### config.mk
export PLATFORM = sky130hd
export DESIGN_NAME = sms_port
export DESIGN_NICKNAME = d
export VERILOG_FILES = /design/src/core/sms_pkg.sv /design/src/core/sms_port.sv
export SDC_FILE = /design/constraint.sdc
export NUM_CORES = 1
export LEC_CHECK = 0
export ABC_AREA = 0
export BUFFER_PORTS_ARGS = -buffer_cell sky130_fd_sc_hd__buf_2
export CAP_MARGIN = 20
export CORE_MARGIN = 1.5
export CORE_UTILIZATION = 30
export CTS_CLUSTER_DIAMETER = 40
export DETAILED_ROUTE_END_ITERATION = 16
export HOLD_SLACK_MARGIN = 0.12
export PLACE_DENSITY = 0.59
export SLEW_MARGIN = 0
export SYNTH_ARGS = -nofsm -noshare
export SYNTH_HDL_FRONTEND = slang
export SYNTH_SLANG_ARGS = --single-unit
### constraint.sdc
create_clock -name clk -period 6.2 [get_ports clk]
set_clock_uncertainty 0.05 [all_clocks]
set_input_delay 0.93 -clock clk [delete_from_list [all_inputs] [get_ports clk]]
set_output_delay 0.93 -clock clk [all_outputs]
set_load 0.05 [all_outputs]
### src/core/sms_pkg.sv
// shared types and constants of the serial master/slave port
package sms_pkg;

	typedef struct packed {
		logic irq_en;            // interrupt request on transfer done
		logic enable;            // serial_port_enable
		logic lsb_first;         // bit order
		logic controller_select; // 1 master, 0 slave
		logic cpol;              // sck idle level
		logic cpha;              // 1 sample on trailing edge
		logic [1:0] rate;        // rate_select high and rate_select_low
		logic double_speed;      // halves the master divider
	} sms_ctrl_s;

	typedef enum logic {
		SMS_IDLE = 1'b0,
		SMS_SHIFT = 1'b1
	} sms_xfer_e;

	localparam sms_ctrl_s CTRL_RST = '0;
	localparam int BYTE_BITS = 8;
	localparam int FIFO_DEPTH = 8;
	localparam logic [2:0] LAST_BIT = 3'h7;
	localparam int ST_DONE_BIT = 7;
	localparam int ST_CLASH_BIT = 6;
	localparam int ST_DBL_BIT = 0;
	localparam logic [7:0] STAT_RST = 8'h00;
	localparam logic [7:0] DATA_RST = 8'h00;
	// clk cycles per sck half period, index {double_speed, rate}
	// divides by 4,16,64,128 and, doubled, by 2,8,32,64
	localparam logic [6:0] HALF_DIV [8] = '{
		7'h02, 7'h08, 7'h20, 7'h40, 7'h01, 7'h04, 7'h10, 7'h20
	};

endpackage : sms_pkg

### src/core/sms_port.sv
// serial master/slave port with receive stream fifo
`timescale 1ns/100ps
`default_nettype none

module sms_fifo #(
	parameter int WIDTH = 8,
	parameter int DEPTH = 8
) (
	input wire logic clk, // clock
	input wire logic rst_n, // synchronised reset, low active
	input wire logic in_valid, // push request
	output logic in_ready, // room for one word
	input wire logic [WIDTH-1:0] in_data, // pushed word
	output logic out_valid, // word available
	input wire logic out_ready, // pop request
	output logic [WIDTH-1:0] out_data // oldest word
);
	localparam int AW = (DEPTH < 2) ? 1 : $clog2(DEPTH);

	logic [WIDTH-1:0] mem_q [DEPTH];
	logic [AW-1:0] wp_q;
	logic [AW-1:0] rp_q;
	logic [AW:0] cnt_q;
	logic push;
	logic pop;

	if (DEPTH < 2) begin : g_bad_depth
		$error("sms_fifo needs DEPTH of at least 2");
	end

	assign in_ready = cnt_q != (AW+1)'(DEPTH);
	assign out_valid = cnt_q != '0;
	assign out_data = mem_q[rp_q];
	assign push = in_valid & in_ready;
	assign pop = out_valid & out_ready;

	always_ff @(posedge clk) begin
		if (push) begin
			mem_q[wp_q] <= in_data;
		end
	end

	always_ff @(posedge clk or negedge rst_n) begin
		if (!rst_n) begin
			wp_q <= '0;
			rp_q <= '0;
			cnt_q <= '0;
		end else begin
			if (push) begin
				wp_q <= (wp_q == AW'(DEPTH - 1)) ? '0 : wp_q + 1'b1;
			end
			if (pop) begin
				rp_q <= (rp_q == AW'(DEPTH - 1)) ? '0 : rp_q + 1'b1;
			end
			if (push && !pop) begin
				cnt_q <= cnt_q + 1'b1;
			end else if (pop && !push) begin
				cnt_q <= cnt_q - 1'b1;
			end
		end
	end
endmodule : sms_fifo

module sms_port #(
	parameter int FIFO_DEPTH = sms_pkg::FIFO_DEPTH
) (
	input wire logic clk, // 20 MHz clock
	input wire logic resetn, // async reset, low active
	input wire logic ctrl_wr, // control write strobe
	input wire sms_pkg::sms_ctrl_s ctrl_wdata, // control write value
	output sms_pkg::sms_ctrl_s ctrl_rdata, // control register
	input wire logic stat_rd, // status read strobe
	output logic [7:0] stat_rdata, // status register
	input wire logic data_wr, // data register write strobe
	input wire logic [7:0] data_wdata, // byte to send
	input wire logic data_rd, // data register read strobe
	output logic [7:0] data_rdata, // receive buffer register
	input wire logic irq_ack, // interrupt serviced
	output logic irq, // interrupt request
	output logic rx_valid, // received byte stream valid
	output logic [7:0] rx_data, // received byte stream
	input wire logic rx_ready, // stream consumer ready
	input wire logic dir_mosi_out, // software direction of mosi
	input wire logic dir_miso_out, // software direction of miso
	input wire logic dir_sck_out, // software direction of sck
	input wire logic dir_ss_out, // slave select pin is an output
	input wire logic sck_i, // sck pin level
	output logic sck_o, // sck drive level
	output logic sck_oe, // sck drive enable
	input wire logic mosi_i, // mosi pin level
	output logic mosi_o, // mosi drive level
	output logic mosi_oe, // mosi drive enable
	input wire logic miso_i, // miso pin level
	output logic miso_o, // miso drive level
	output logic miso_oe, // miso drive enable
	input wire logic ss_n_i // slave select pin, low active
);
	logic [1:0] rst_sync_q;
	logic rst_n;
	logic [3:0] meta_q;
	logic [3:0] pin_q;
	logic sck_prev_q;
	sms_pkg::sms_ctrl_s ctrl_q;
	sms_pkg::sms_xfer_e state_q;
	logic [6:0] div_q;
	logic sck_q;
	logic [7:0] sr_q;
	logic [2:0] cnt_q;
	logic cap_q;
	logic [7:0] rbuf_q;
	logic done_q;
	logic clash_q;
	logic done_arm_q;
	logic clash_arm_q;
	logic irq_q;
	logic [7:0] stat_q;
	logic mosi_o_q;
	logic miso_o_q;
	logic mosi_oe_q;
	logic miso_oe_q;
	logic sck_oe_q;
	logic rxv_q;
	logic [7:0] rxd_q;

	logic sck_s;
	logic mosi_s;
	logic miso_s;
	logic ss_s;
	logic master;
	logic slave;
	logic slave_sel;
	logic fault;
	logic [6:0] half;
	logic div_hit;
	logic s_edge;
	logic lead_ev;
	logic trail_ev;
	logic busy;
	logic wr_ok;
	logic in_bit;
	logic new_bit;
	logic out_bit;
	logic [7:0] shifted;
	logic next_out;
	logic byte_done;
	logic data_acc;
	logic push_ready;
	logic fifo_valid;
	logic fifo_ready;
	logic [7:0] fifo_data;

	always_ff @(posedge clk or negedge resetn) begin
		if (!resetn) begin
			rst_sync_q <= 2'h0;
		end else begin
			rst_sync_q <= {rst_sync_q[0], 1'b1};
		end
	end
	assign rst_n = rst_sync_q[1];

	// only pin_q is looked at; meta_q may be metastable
	always_ff @(posedge clk or negedge rst_n) begin
		if (!rst_n) begin
			meta_q <= 4'hF;
			pin_q <= 4'hF;
			// same level as the synchroniser's reset, so no false edge
			sck_prev_q <= 1'b1;
		end else begin
			meta_q <= {sck_i, mosi_i, miso_i, ss_n_i};
			pin_q <= meta_q;
			sck_prev_q <= pin_q[3];
		end
	end
	assign sck_s = pin_q[3];
	assign mosi_s = pin_q[2];
	assign miso_s = pin_q[1];
	assign ss_s = pin_q[0];

	assign master = ctrl_q.enable & ctrl_q.controller_select;
	assign slave = ctrl_q.enable & ~ctrl_q.controller_select;
	assign slave_sel = slave & ~ss_s;
	assign fault = master & ~dir_ss_out & ~ss_s;

	assign half = sms_pkg::HALF_DIV[{ctrl_q.double_speed, ctrl_q.rate}];
	// a full stream fifo holds the master clock, so no master byte is dropped
	assign div_hit = (state_q == sms_pkg::SMS_SHIFT) && push_ready
		&& (div_q == half - 7'h01);
	// slave sck is oversampled: phases shorter than one clock can be missed
	assign s_edge = slave_sel && (sck_s != sck_prev_q);
	assign lead_ev = (div_hit && (sck_q == ctrl_q.cpol))
		|| (s_edge && (sck_s != ctrl_q.cpol));
	assign trail_ev = (div_hit && (sck_q != ctrl_q.cpol))
		|| (s_edge && (sck_s == ctrl_q.cpol));

	assign busy = (state_q == sms_pkg::SMS_SHIFT)
		|| (slave_sel && (cnt_q != 3'h0));
	assign wr_ok = data_wr && !busy && ctrl_q.enable;
	assign data_acc = data_wr | data_rd;

	assign in_bit = master ? miso_s : mosi_s;
	assign new_bit = ctrl_q.cpha ? in_bit : cap_q;
	assign out_bit = ctrl_q.lsb_first ? sr_q[0] : sr_q[7];
	assign shifted = ctrl_q.lsb_first ? {new_bit, sr_q[7:1]}
		: {sr_q[6:0], new_bit};
	assign byte_done = trail_ev && (cnt_q == sms_pkg::LAST_BIT);
	// cpha 0 moves the data line on the trailing edge itself: at the
	// fastest rate it would otherwise move with the next leading edge
	assign next_out = wr_ok
		? (ctrl_q.lsb_first ? data_wdata[0] : data_wdata[7])
		: (trail_ev && !ctrl_q.cpha)
		? (ctrl_q.lsb_first ? shifted[0] : shifted[7]) : out_bit;

	always_ff @(posedge clk or negedge rst_n) begin
		if (!rst_n) begin
			ctrl_q <= sms_pkg::CTRL_RST;
		end else begin
			if (ctrl_wr) begin
				ctrl_q <= ctrl_wdata;
			end
			if (fault) begin
				ctrl_q.controller_select <= 1'b0;
			end
		end
	end

	always_ff @(posedge clk or negedge rst_n) begin
		if (!rst_n) begin
			state_q <= sms_pkg::SMS_IDLE;
			div_q <= 7'h00;
			sck_q <= 1'b0;
		end else begin
			unique case (state_q)
				sms_pkg::SMS_IDLE: begin
					sck_q <= ctrl_q.cpol;
					div_q <= 7'h00;
					// slave select is left to software
					if (wr_ok && master) begin
						state_q <= sms_pkg::SMS_SHIFT;
					end
				end
				sms_pkg::SMS_SHIFT: begin
					if (div_hit) begin
						div_q <= 7'h00;
						sck_q <= ~sck_q;
					end else if (push_ready) begin
						div_q <= div_q + 7'h01;
					end
					if (!master || fault || byte_done) begin
						state_q <= sms_pkg::SMS_IDLE;
					end
				end
			endcase
		end
	end

	always_ff @(posedge clk or negedge rst_n) begin
		if (!rst_n) begin
			sr_q <= sms_pkg::DATA_RST;
			cap_q <= 1'b0;
		end else begin
			if (wr_ok) begin
				sr_q <= data_wdata;
			end else if (trail_ev) begin
				sr_q <= shifted;
			end
			if (lead_ev) begin
				cap_q <= in_bit;
			end
		end
	end

	// a deselected slave holds its counter at zero, so any rise of select
	// drops a partial byte; the master relies on that between packets
	always_ff @(posedge clk or negedge rst_n) begin
		if (!rst_n) begin
			cnt_q <= 3'h0;
		end else if (!ctrl_q.enable || (slave && ss_s) || fault) begin
			cnt_q <= 3'h0;
		end else if (wr_ok && master) begin
			cnt_q <= 3'h0;
		end else if (trail_ev) begin
			cnt_q <= cnt_q + 3'h1;
		end
	end

	always_ff @(posedge clk or negedge rst_n) begin
		if (!rst_n) begin
			rbuf_q <= sms_pkg::DATA_RST;
		end else if (byte_done) begin
			rbuf_q <= shifted;
		end
	end

	// hardware set wins over any clear in the same cycle
	always_ff @(posedge clk or negedge rst_n) begin
		if (!rst_n) begin
			done_q <= 1'b0;
			done_arm_q <= 1'b0;
		end else begin
			if (byte_done || fault) begin
				done_q <= 1'b1;
			end else if (irq_ack || (done_arm_q && data_acc)) begin
				done_q <= 1'b0;
			end
			if (stat_rd && done_q) begin
				done_arm_q <= 1'b1;
			end else if (data_acc) begin
				done_arm_q <= 1'b0;
			end
		end
	end

	always_ff @(posedge clk or negedge rst_n) begin
		if (!rst_n) begin
			clash_q <= 1'b0;
			clash_arm_q <= 1'b0;
		end else begin
			if (data_wr && busy) begin
				clash_q <= 1'b1;
			end else if (clash_arm_q && data_acc) begin
				clash_q <= 1'b0;
			end
			if (stat_rd && clash_q) begin
				clash_arm_q <= 1'b1;
			end else if (data_acc) begin
				clash_arm_q <= 1'b0;
			end
		end
	end

	// no sleep input: the port and its request run on while the cpu idles
	always_ff @(posedge clk or negedge rst_n) begin
		if (!rst_n) begin
			irq_q <= 1'b0;
			stat_q <= sms_pkg::STAT_RST;
		end else begin
			irq_q <= done_q & ctrl_q.irq_en;
			stat_q <= sms_pkg::STAT_RST;
			stat_q[sms_pkg::ST_DONE_BIT] <= done_q;
			stat_q[sms_pkg::ST_CLASH_BIT] <= clash_q;
			stat_q[sms_pkg::ST_DBL_BIT] <= ctrl_q.double_speed;
		end
	end

	always_ff @(posedge clk or negedge rst_n) begin
		if (!rst_n) begin
			mosi_o_q <= 1'b0;
			miso_o_q <= 1'b0;
			mosi_oe_q <= 1'b0;
			miso_oe_q <= 1'b0;
			sck_oe_q <= 1'b0;
		end else begin
			mosi_o_q <= next_out;
			miso_o_q <= next_out;
			mosi_oe_q <= master & dir_mosi_out;
			sck_oe_q <= master & dir_sck_out;
			miso_oe_q <= slave_sel & dir_miso_out;
		end
	end

	sms_fifo #(
		.WIDTH(sms_pkg::BYTE_BITS),
		.DEPTH(FIFO_DEPTH)
	) u_rx_fifo (
		.clk(clk),
		.rst_n(rst_n),
		.in_valid(byte_done),
		.in_ready(push_ready),
		.in_data(shifted),
		.out_valid(fifo_valid),
		.out_ready(fifo_ready),
		.out_data(fifo_data)
	);

	assign fifo_ready = ~rxv_q | rx_ready;
	always_ff @(posedge clk or negedge rst_n) begin
		if (!rst_n) begin
			rxv_q <= 1'b0;
			rxd_q <= sms_pkg::DATA_RST;
		end else if (fifo_ready) begin
			rxv_q <= fifo_valid;
			rxd_q <= fifo_data;
		end
	end

	assign ctrl_rdata = ctrl_q;
	assign stat_rdata = stat_q;
	assign data_rdata = rbuf_q;
	assign irq = irq_q;
	assign rx_valid = rxv_q;
	assign rx_data = rxd_q;
	assign sck_o = sck_q;
	assign sck_oe = sck_oe_q;
	assign mosi_o = mosi_o_q;
	assign mosi_oe = mosi_oe_q;
	assign miso_o = miso_o_q;
	assign miso_oe = miso_oe_q;
endmodule : sms_port

`default_nettype wire

### After elaboration in Yosys (flattened, before gate mapping)

Memories as Yosys holds them, arrays and structs flattened. A register that Yosys moved wholly into a read port is not among the register bits.
Cells that the tools add are included.

* flip-flop bits (word level): 72
* RAM bits: 64
* memory bits (read-only): 56
* input bits: 33
* output and inout port bits: 41
* logic and storage cells: 160
* memories kept: 2

* add/subtract/negate cells: 7
* $lt $le $gt $ge: 1
* eq/ne operators: 12
* mux-type cells: 38
* bitwise operators: 20
* reductions and logical operators: 47

Memory list
* u_rx_fifo.mem_q: depth 8, width 8, read ports 1, clocked after memory_dff 1, write ports 1, line sms_port.sv:20 `logic [WIDTH-1:0] mem_q [DEPTH];`
* (no name shown): depth 8, width 7, read ports 1, clocked after memory_dff 0, write ports 0, line sms_port.sv:184 `assign half = sms_pkg::HALF_DIV[{ctrl_q.double_speed, ctrl_q.rate}];`

Operators by type and width (count)
* 2-to-1 mux 7 bit: 4
* 2-to-1 mux 8 bit: 3
* logical AND 1 bit: 21
* 2-to-1 mux 1 bit: 20
* 2-to-1 mux 3 bit: 5
* case mux 7 bit (2 select lines): 1
* nonzero test 2 bit: 7
* bitwise AND 1 bit: 11
* adder 3 x 1 -> 3 bit, second input constant: 3
* equality test 3 bit, second input constant: 3
* logical OR 1 bit: 9
* 2-to-1 mux 4 bit: 2
* adder 7 x 1 -> 7 bit, second input constant: 1
* equality test 7 bit: 1
* zero test 1 bit: 7
* subtractor 7 x 1 -> 7 bit, second input constant: 1
* 2-to-1 mux 6 bit: 1
* inverter 1 bit: 6
* nonzero test 3 bit: 2
* adder 4 x 1 -> 4 bit, second input constant: 1
* greater-or-equal comparator 4 bit, second input constant: 1
* inequality test 4 bit, second input constant: 1
* inverter 3 -> 4 bit: 1
* case mux 1 bit (2 select lines): 2
* other kinds (7): 11

### Depth between registers and ports, before layout

* depth in word-level cells: 15
* depth in mapped cells: 19
* mapped depth without buffers: 16

### By module

From an unflattened synthesis, not the netlist that was laid out.

* cell total of the unflattened synthesis: 427
* area total of the unflattened synthesis: 6387.4 µm²

Modules (own cells, without submodules)
* sms_port: instances 1, cells an instance 271, area an instance 3246.9 µm², seq. area each 1762.9 µm²
* sms_fifo: instances 1, cells an instance 156, area an instance 3140.5 µm², seq. area each 2172.1 µm²

### Least setup slack after synthesis

No wires, ideal clock.

* path kind: register -> register
* start point: register ctrl_q (netlist bit ctrl_rdata[2])
* end point: register u_rx_fifo.cnt_q[3]
* setup time: 0.125 ns
* arrival: 3.940 ns
* data required time: 6.025 ns
* path slack: 2.085 ns
* stages on the path, launching flop included: 19
* buffers on the path: 3
* clock period less this slack: 4.115 ns
* cell sequence: dfrtp_1 buf_2 or3_1 ha_1 buf_4 xnor2_1 mux2_2 and3b_4 o2111ai_4 a21oi_2 buf_4 ha_1 inv_1 ha_1 a21o_1 a21oi_1 xnor2_1 nor2_1 xor2_1

* longest elaborated chain between the ends: 14
* elaborated cells on any way between the ends: 16
* those cells by class: add/sub (1); eq/ne (1); mux (3); bitwise (2); reduce/logical (8); memory (1)

Ends and longest elaborated chain
* start, declared: line sms_port.sv:103 `sms_pkg::sms_ctrl_s ctrl_q;`
* start signal, assigned: line sms_port.sv:215 `ctrl_q <= sms_pkg::CTRL_RST;`
* start signal, assigned: line sms_port.sv:218 `ctrl_q <= ctrl_wdata;`
* inverter 3 -> 4 bit (not written as such) (*): line sms_port.sv:184
* memory (8 x 7 bit) (*)
* 2-to-1 mux 7 bit (not written as such) (*) (2 in series): line sms_port.sv:184
* subtractor 7 x 1 -> 7 bit (*): line sms_port.sv:187 `&& (div_q == half - 7'h01);`
* equality test 7 bit (*): line sms_port.sv:187
* logical AND 1 bit (*): line sms_port.sv:187
* logical AND 1 bit (*): line sms_port.sv:192 `assign trail_ev = (div_hit && (sck_q != ctrl_q.cpol))`
* logical OR 1 bit (*): line sms_port.sv:193 `|| (s_edge && (sck_s == ctrl_q.cpol));`
* logical AND 1 bit (*): line sms_port.sv:205 `assign byte_done = trail_ev && (cnt_q == sms_pkg::LAST_BIT);`
* bitwise AND 1 bit (*): line sms_port.sv:34 `assign push = in_valid & in_ready;`
* named net u_rx_fifo.push: line sms_port.sv:24 `logic push;`
* zero test 1 bit: line sms_port.sv:57 `end else if (pop && !push) begin`
* logical AND 1 bit: line sms_port.sv:57
* nonzero test 2 bit (no line)
* end signal, assigned: line sms_port.sv:56 `cnt_q <= cnt_q + 1'b1;`
* end signal, assigned: line sms_port.sv:58 `cnt_q <= cnt_q - 1'b1;`
* end, declared: line sms_port.sv:23 `logic [AW:0] cnt_q;`

The timed path passes the listed nets; every way through them passes the cells marked *. The select of a mux whose other input is x is not followed.
A chain may end at the register's enable or synchronous reset.

### Final worst setup path

* start point: register ctrl_q (netlist bit ctrl_rdata[2])
* end point: register u_rx_fifo.cnt_q[3]

* longest elaborated chain between the ends: 14
* elaborated cells on any way between the ends: 16
* those cells by class: add/sub (1); eq/ne (1); mux (3); bitwise (2); reduce/logical (8); memory (1)

Ends and longest elaborated chain (line)
* inverter 3 -> 4 bit (not written as such) (*): sms_port.sv:184
* memory (8 x 7 bit) (*)
* 2-to-1 mux 7 bit (not written as such) (*) (2 in series): sms_port.sv:184
* subtractor 7 x 1 -> 7 bit (*): sms_port.sv:187
* equality test 7 bit (*): sms_port.sv:187
* logical AND 1 bit (*): sms_port.sv:187
* logical AND 1 bit (*): sms_port.sv:192
* logical OR 1 bit (*): sms_port.sv:193
* logical AND 1 bit (*): sms_port.sv:205
* bitwise AND 1 bit (*): sms_port.sv:34
* zero test 1 bit: sms_port.sv:57
* logical AND 1 bit: sms_port.sv:57
* nonzero test 2 bit (no line)

Every way passes the cells marked *; elsewhere a longest branch is shown, timed or not. The select of a mux whose other input is x is not followed.

==> impl_metrics.json <==
{
  "seq_area_frac_synth_pct": 61.5,
  "final_cells": 809,
  "cp-start-kind": "flip-flop",
  "synth_warnings": 0,
  "cts_root_buf": "clkbuf_16",
  "cts_setup_buffers": 0,
  "critical_path_class": "reg2reg",
  "io_buffers": 68,
  "cpPeakStageDelay_ns": 0.52,
  "layout_min_cycle_time_ns": 4.34,
  "power.density_mw_per_mm2": 389,
  "clk_path_buf_depth": 2,
  "fin_crit_sh_pct": 70.0,
  "switching_share_pct": 31.8,
  "timing.critical_path.mode_cell": "ha_1",
  "drc": 0,
  "drt-initial-drc-count": 247,
  "ir_worst_vdd_mv": 0.241,
  "ios": 74,
  "arrival_ns": 4.60,
  "slowest_stage": "dfrtp_1",
  "power.share.sequential_pct": 42.5,
  "first_pass_iters": 4,
  "r2r_slack_ns": 1.86,
  "worstHoldPathType": "in2async",
  "worstPathMaxFanout": 14,
  "design_area_mm2": 0.00761,
  "path_clk_slew_ns": 0.06,
  "insertion_delay_ns": 0.43,
  "tns_ns": 0,
  "num_vias": 3852,
  "globalRouteTotalUtil_pct": 12.7,
  "wl_um": 13400,
  "maxSlewViolCount": 0,
  "place_congestion": 0.760,
  "cp-end-kind": "flip-flop",
  "clock.fmax_ghz": 0.230,
  "core-area_mm2": 0.0210,
  "ctsResizeCount": 0,
  "yosys_most_used_dff": "dfrtp_1",
  "maxCapViolCount": 0,
  "die_w_um": 149,
  "final_hold_viol_count": 0,
  "synth-async-reset-ratio_pct": 55.6,
  "multiInputGateArea_mm2": 0.00229,
  "synthCells": 454,
  "placed_cells": 773,
  "antenna_cells": 0,
  "syn_area_per_cell_um2": 14.1,
  "power_leakage_nw": 3.02,
  "grt_max_degree": 79,
  "antenna_found_initial": 0,
  "grt_pass1_wl_um": 21300,
  "core.rowCount": 53,
  "cp.required_ns": 6.46,
  "synth_seq_cells": 144,
  "power.internal_mw": 2.02,
  "start_util_pct": 30.5,
  "cts_tree": "done",
  "htreeDepth": 4,
  "path_cells": "or3_1, ha_1, xnor2_1, nand2_1, o22ai_1, o2111ai_4, a21oi_2, ha_1, inv_1, ha_1, a21o_1, a21oi_1, xnor2_1, nor2_1, xor2_1",
  "power.switching_mw": 0.943,
  "dieArea_mm2": 0.0222,
  "wl_per_cell_um": 16.6,
  "combPwrFrac_pct": 23.8,
  "hold_ws_ns": 0.235,
  "via_per_inst": 4.76,
  "tightest_slew_ns": 0.845,
  "seqCellArea_mm2": 0.00394,
  "hpwl_um": 9080,
  "final_layout_size_suffix_gt1_share_pct": 31.6,
  "dpl-instance-area_mm2": 0.00696,
  "cts_made_buffers": 17,
  "synth_area_mm2": 0.00640,
  "synth_edf_count": 64,
  "fp.dieH_um": 149,
  "ant_nets": 0,
  "grt_setup_unrepaired": "no",
  "yosys.cell_types.count": 68,
  "setup_viol": 0,
  "utilization_pct": 36.3,
  "max_slew_margin_pct": 43.6,
  "fill_cells": 2040,
  "holdBufCountCts": 0,
  "overflow": 0,
  "outcome": "completed",
  "clkSinkCount": 144,
  "fin_nets": 567,
  "area_growth_pct": 19.0,
  "p_clk_share_pct": 33.8,
  "grt_pass1_vias": 3965
}
==> worst max-delay path: cells and delay by family (launching register included) <==
kind / cells / cell delay (ns)
compound gates: 5 / 1.55
fa+ha+maj: 3 / 0.85
xor+xnor: 3 / 0.60
simple gates: 3 / 0.56
flops: 1 / 0.52
buf+inv: 1 / 0.09
==> final timing paths <==
| check | cells past startpoint | from | endpoint |
|---|---|---|---|
| min reg2reg | 1 | rst_sync_q[1] | sr_q[7] |
| min in group clk | 0 | rst_sync_q[0] | rst_sync_q[1] |
| max reg2reg | 15 | ctrl_rdata[2] | u_rx_fifo.cnt_q[3] |
| min | 1 | resetn | rst_sync_q[1] |
| max in group asynchronous | 1 | rst_sync_q[1] | data_rdata[5] |
| max | 15 | ctrl_rdata[2] | u_rx_fifo.cnt_q[3] |
==> power by group through the flow <==
stage	combinational, mW	sequential [mW]	clock, mW
4_1_cts	0.655	1.29	1.03
5_1_grt	0.762	1.28	1.07
3_3_place_gp	0.634	1.30	0
6_report	0.703	1.26	1.00
3_5_place_dp	0.653	1.31	0
2_1_floorplan	0.439	1.35	0
==> final cells by class <==
cell class | instances | area share (%)
sequential | 144 | 51.7
timing repair buffer | 73 | 5.52
tap | 275 | 4.52
clock inverter | 15 | 2.05
clock buffer | 17 | 5.59
multi-input combinational | 276 | 30.1
inverter | 9 | 0.444
==> through the flow <==
stage	power (mW)	worst slack, ns
detailed placement	1.96	1.87
global route	3.11	1.51
finish	2.96	1.86
global placement	1.94	2.12
CTS	2.97	1.84
floorplan	1.79	2.09
==> cells in the mapped netlist, drive strengths merged, types with 2 or more instances <==
cell / instances / share of area (%)
a22o: 2 / 0.27
edfxtp: 64 / 30
a21o: 2 / 0.23
dfstp: 9 / 3.7
dfrtp: 71 / 28
nor2: 29 / 1.7
a21oi: 15 / 1.2
and4b: 3 / 0.47
nor3b: 3 / 0.43
xnor2: 9 / 1.2
ha: 12 / 2.3
nor2b: 9 / 0.88
nor3: 10 / 0.96
nand2: 22 / 1.3
buf: 15 / 1.5
nand2b: 2 / 0.20
mux2: 33 / 5.8
xor2: 7 / 0.96
o2111a: 2 / 0.35
and3b: 2 / 0.33
and4bb: 2 / 0.39
mux4: 16 / 5.6
o2111ai: 2 / 0.55
o211ai: 2 / 0.23
mux2i: 11 / 1.7
nand3b: 3 / 0.35
and3: 3 / 0.29
nor4: 9 / 0.88
or3: 2 / 0.20
clkbuf: 14 / 0.84
and2: 3 / 0.29
o21ai: 18 / 1.4
conb: 2 / 0.12
a211oi: 8 / 0.94
nand4: 3 / 0.29
inv: 8 / 0.47
o21a: 3 / 0.35
nand3: 5 / 0.47
==> flip-flops by register name, indices dropped and copies added (netlist names), 7 cells and up <==
register and cells:
ctrl_rdata 9, u_rx_fifo.mem_q 64, rx_data 8, sr_q 8
div_q 7, data_rdata 8
==> metal layers <==
| layer | vias to the layer above | global-route usage [%] | wire (um) |
|---|---|---|---|
| li1 | 1821 | - | - |
| met1 | 1933 | 15.7 | 5940 |
| met2 | 90 | 21.0 | 6770 |
| met3 | 8 | 4.19 | 609 |
| met4 | 0 | 4.36 | 117 |
| met5 | - | 0 | 0 |
==> logic make-up (layout without fill, tap and decap cells) <==
| kind of cell | count (synthesis) | count (layout) | share of synthesized area, % |
|---|---|---|---|
| flip-flops | 144 | 144 | 61.5 |
| AND/OR/NAND/NOR | 116 | 116 | 10.3 |
| AO/OA/AOI/OAI | 65 | 65 | 7.24 |
| multiplexers | 60 | 60 | 13.2 |
| buffers and inverters | 38 | 114 | 2.87 |
| XOR/XNOR | 16 | 16 | 2.19 |
| adder cells (fa/ha/maj) | 13 | 13 | 2.66 |
| other | 2 | 6 | 0.117 |
==> cell usage in the layout (no fill, tap or decap), drive strengths merged, types with 11 or more instances in the layout <==
master,count
mux4,16
nand2,22
nor2,29
mux2i,11
dfrtp,71
ha,12
clkbuf,17
edfxtp,64
o21ai,18
a21oi,15
mux2,33
inv,13
buf,72
Power figures use the tool's default switching activity.
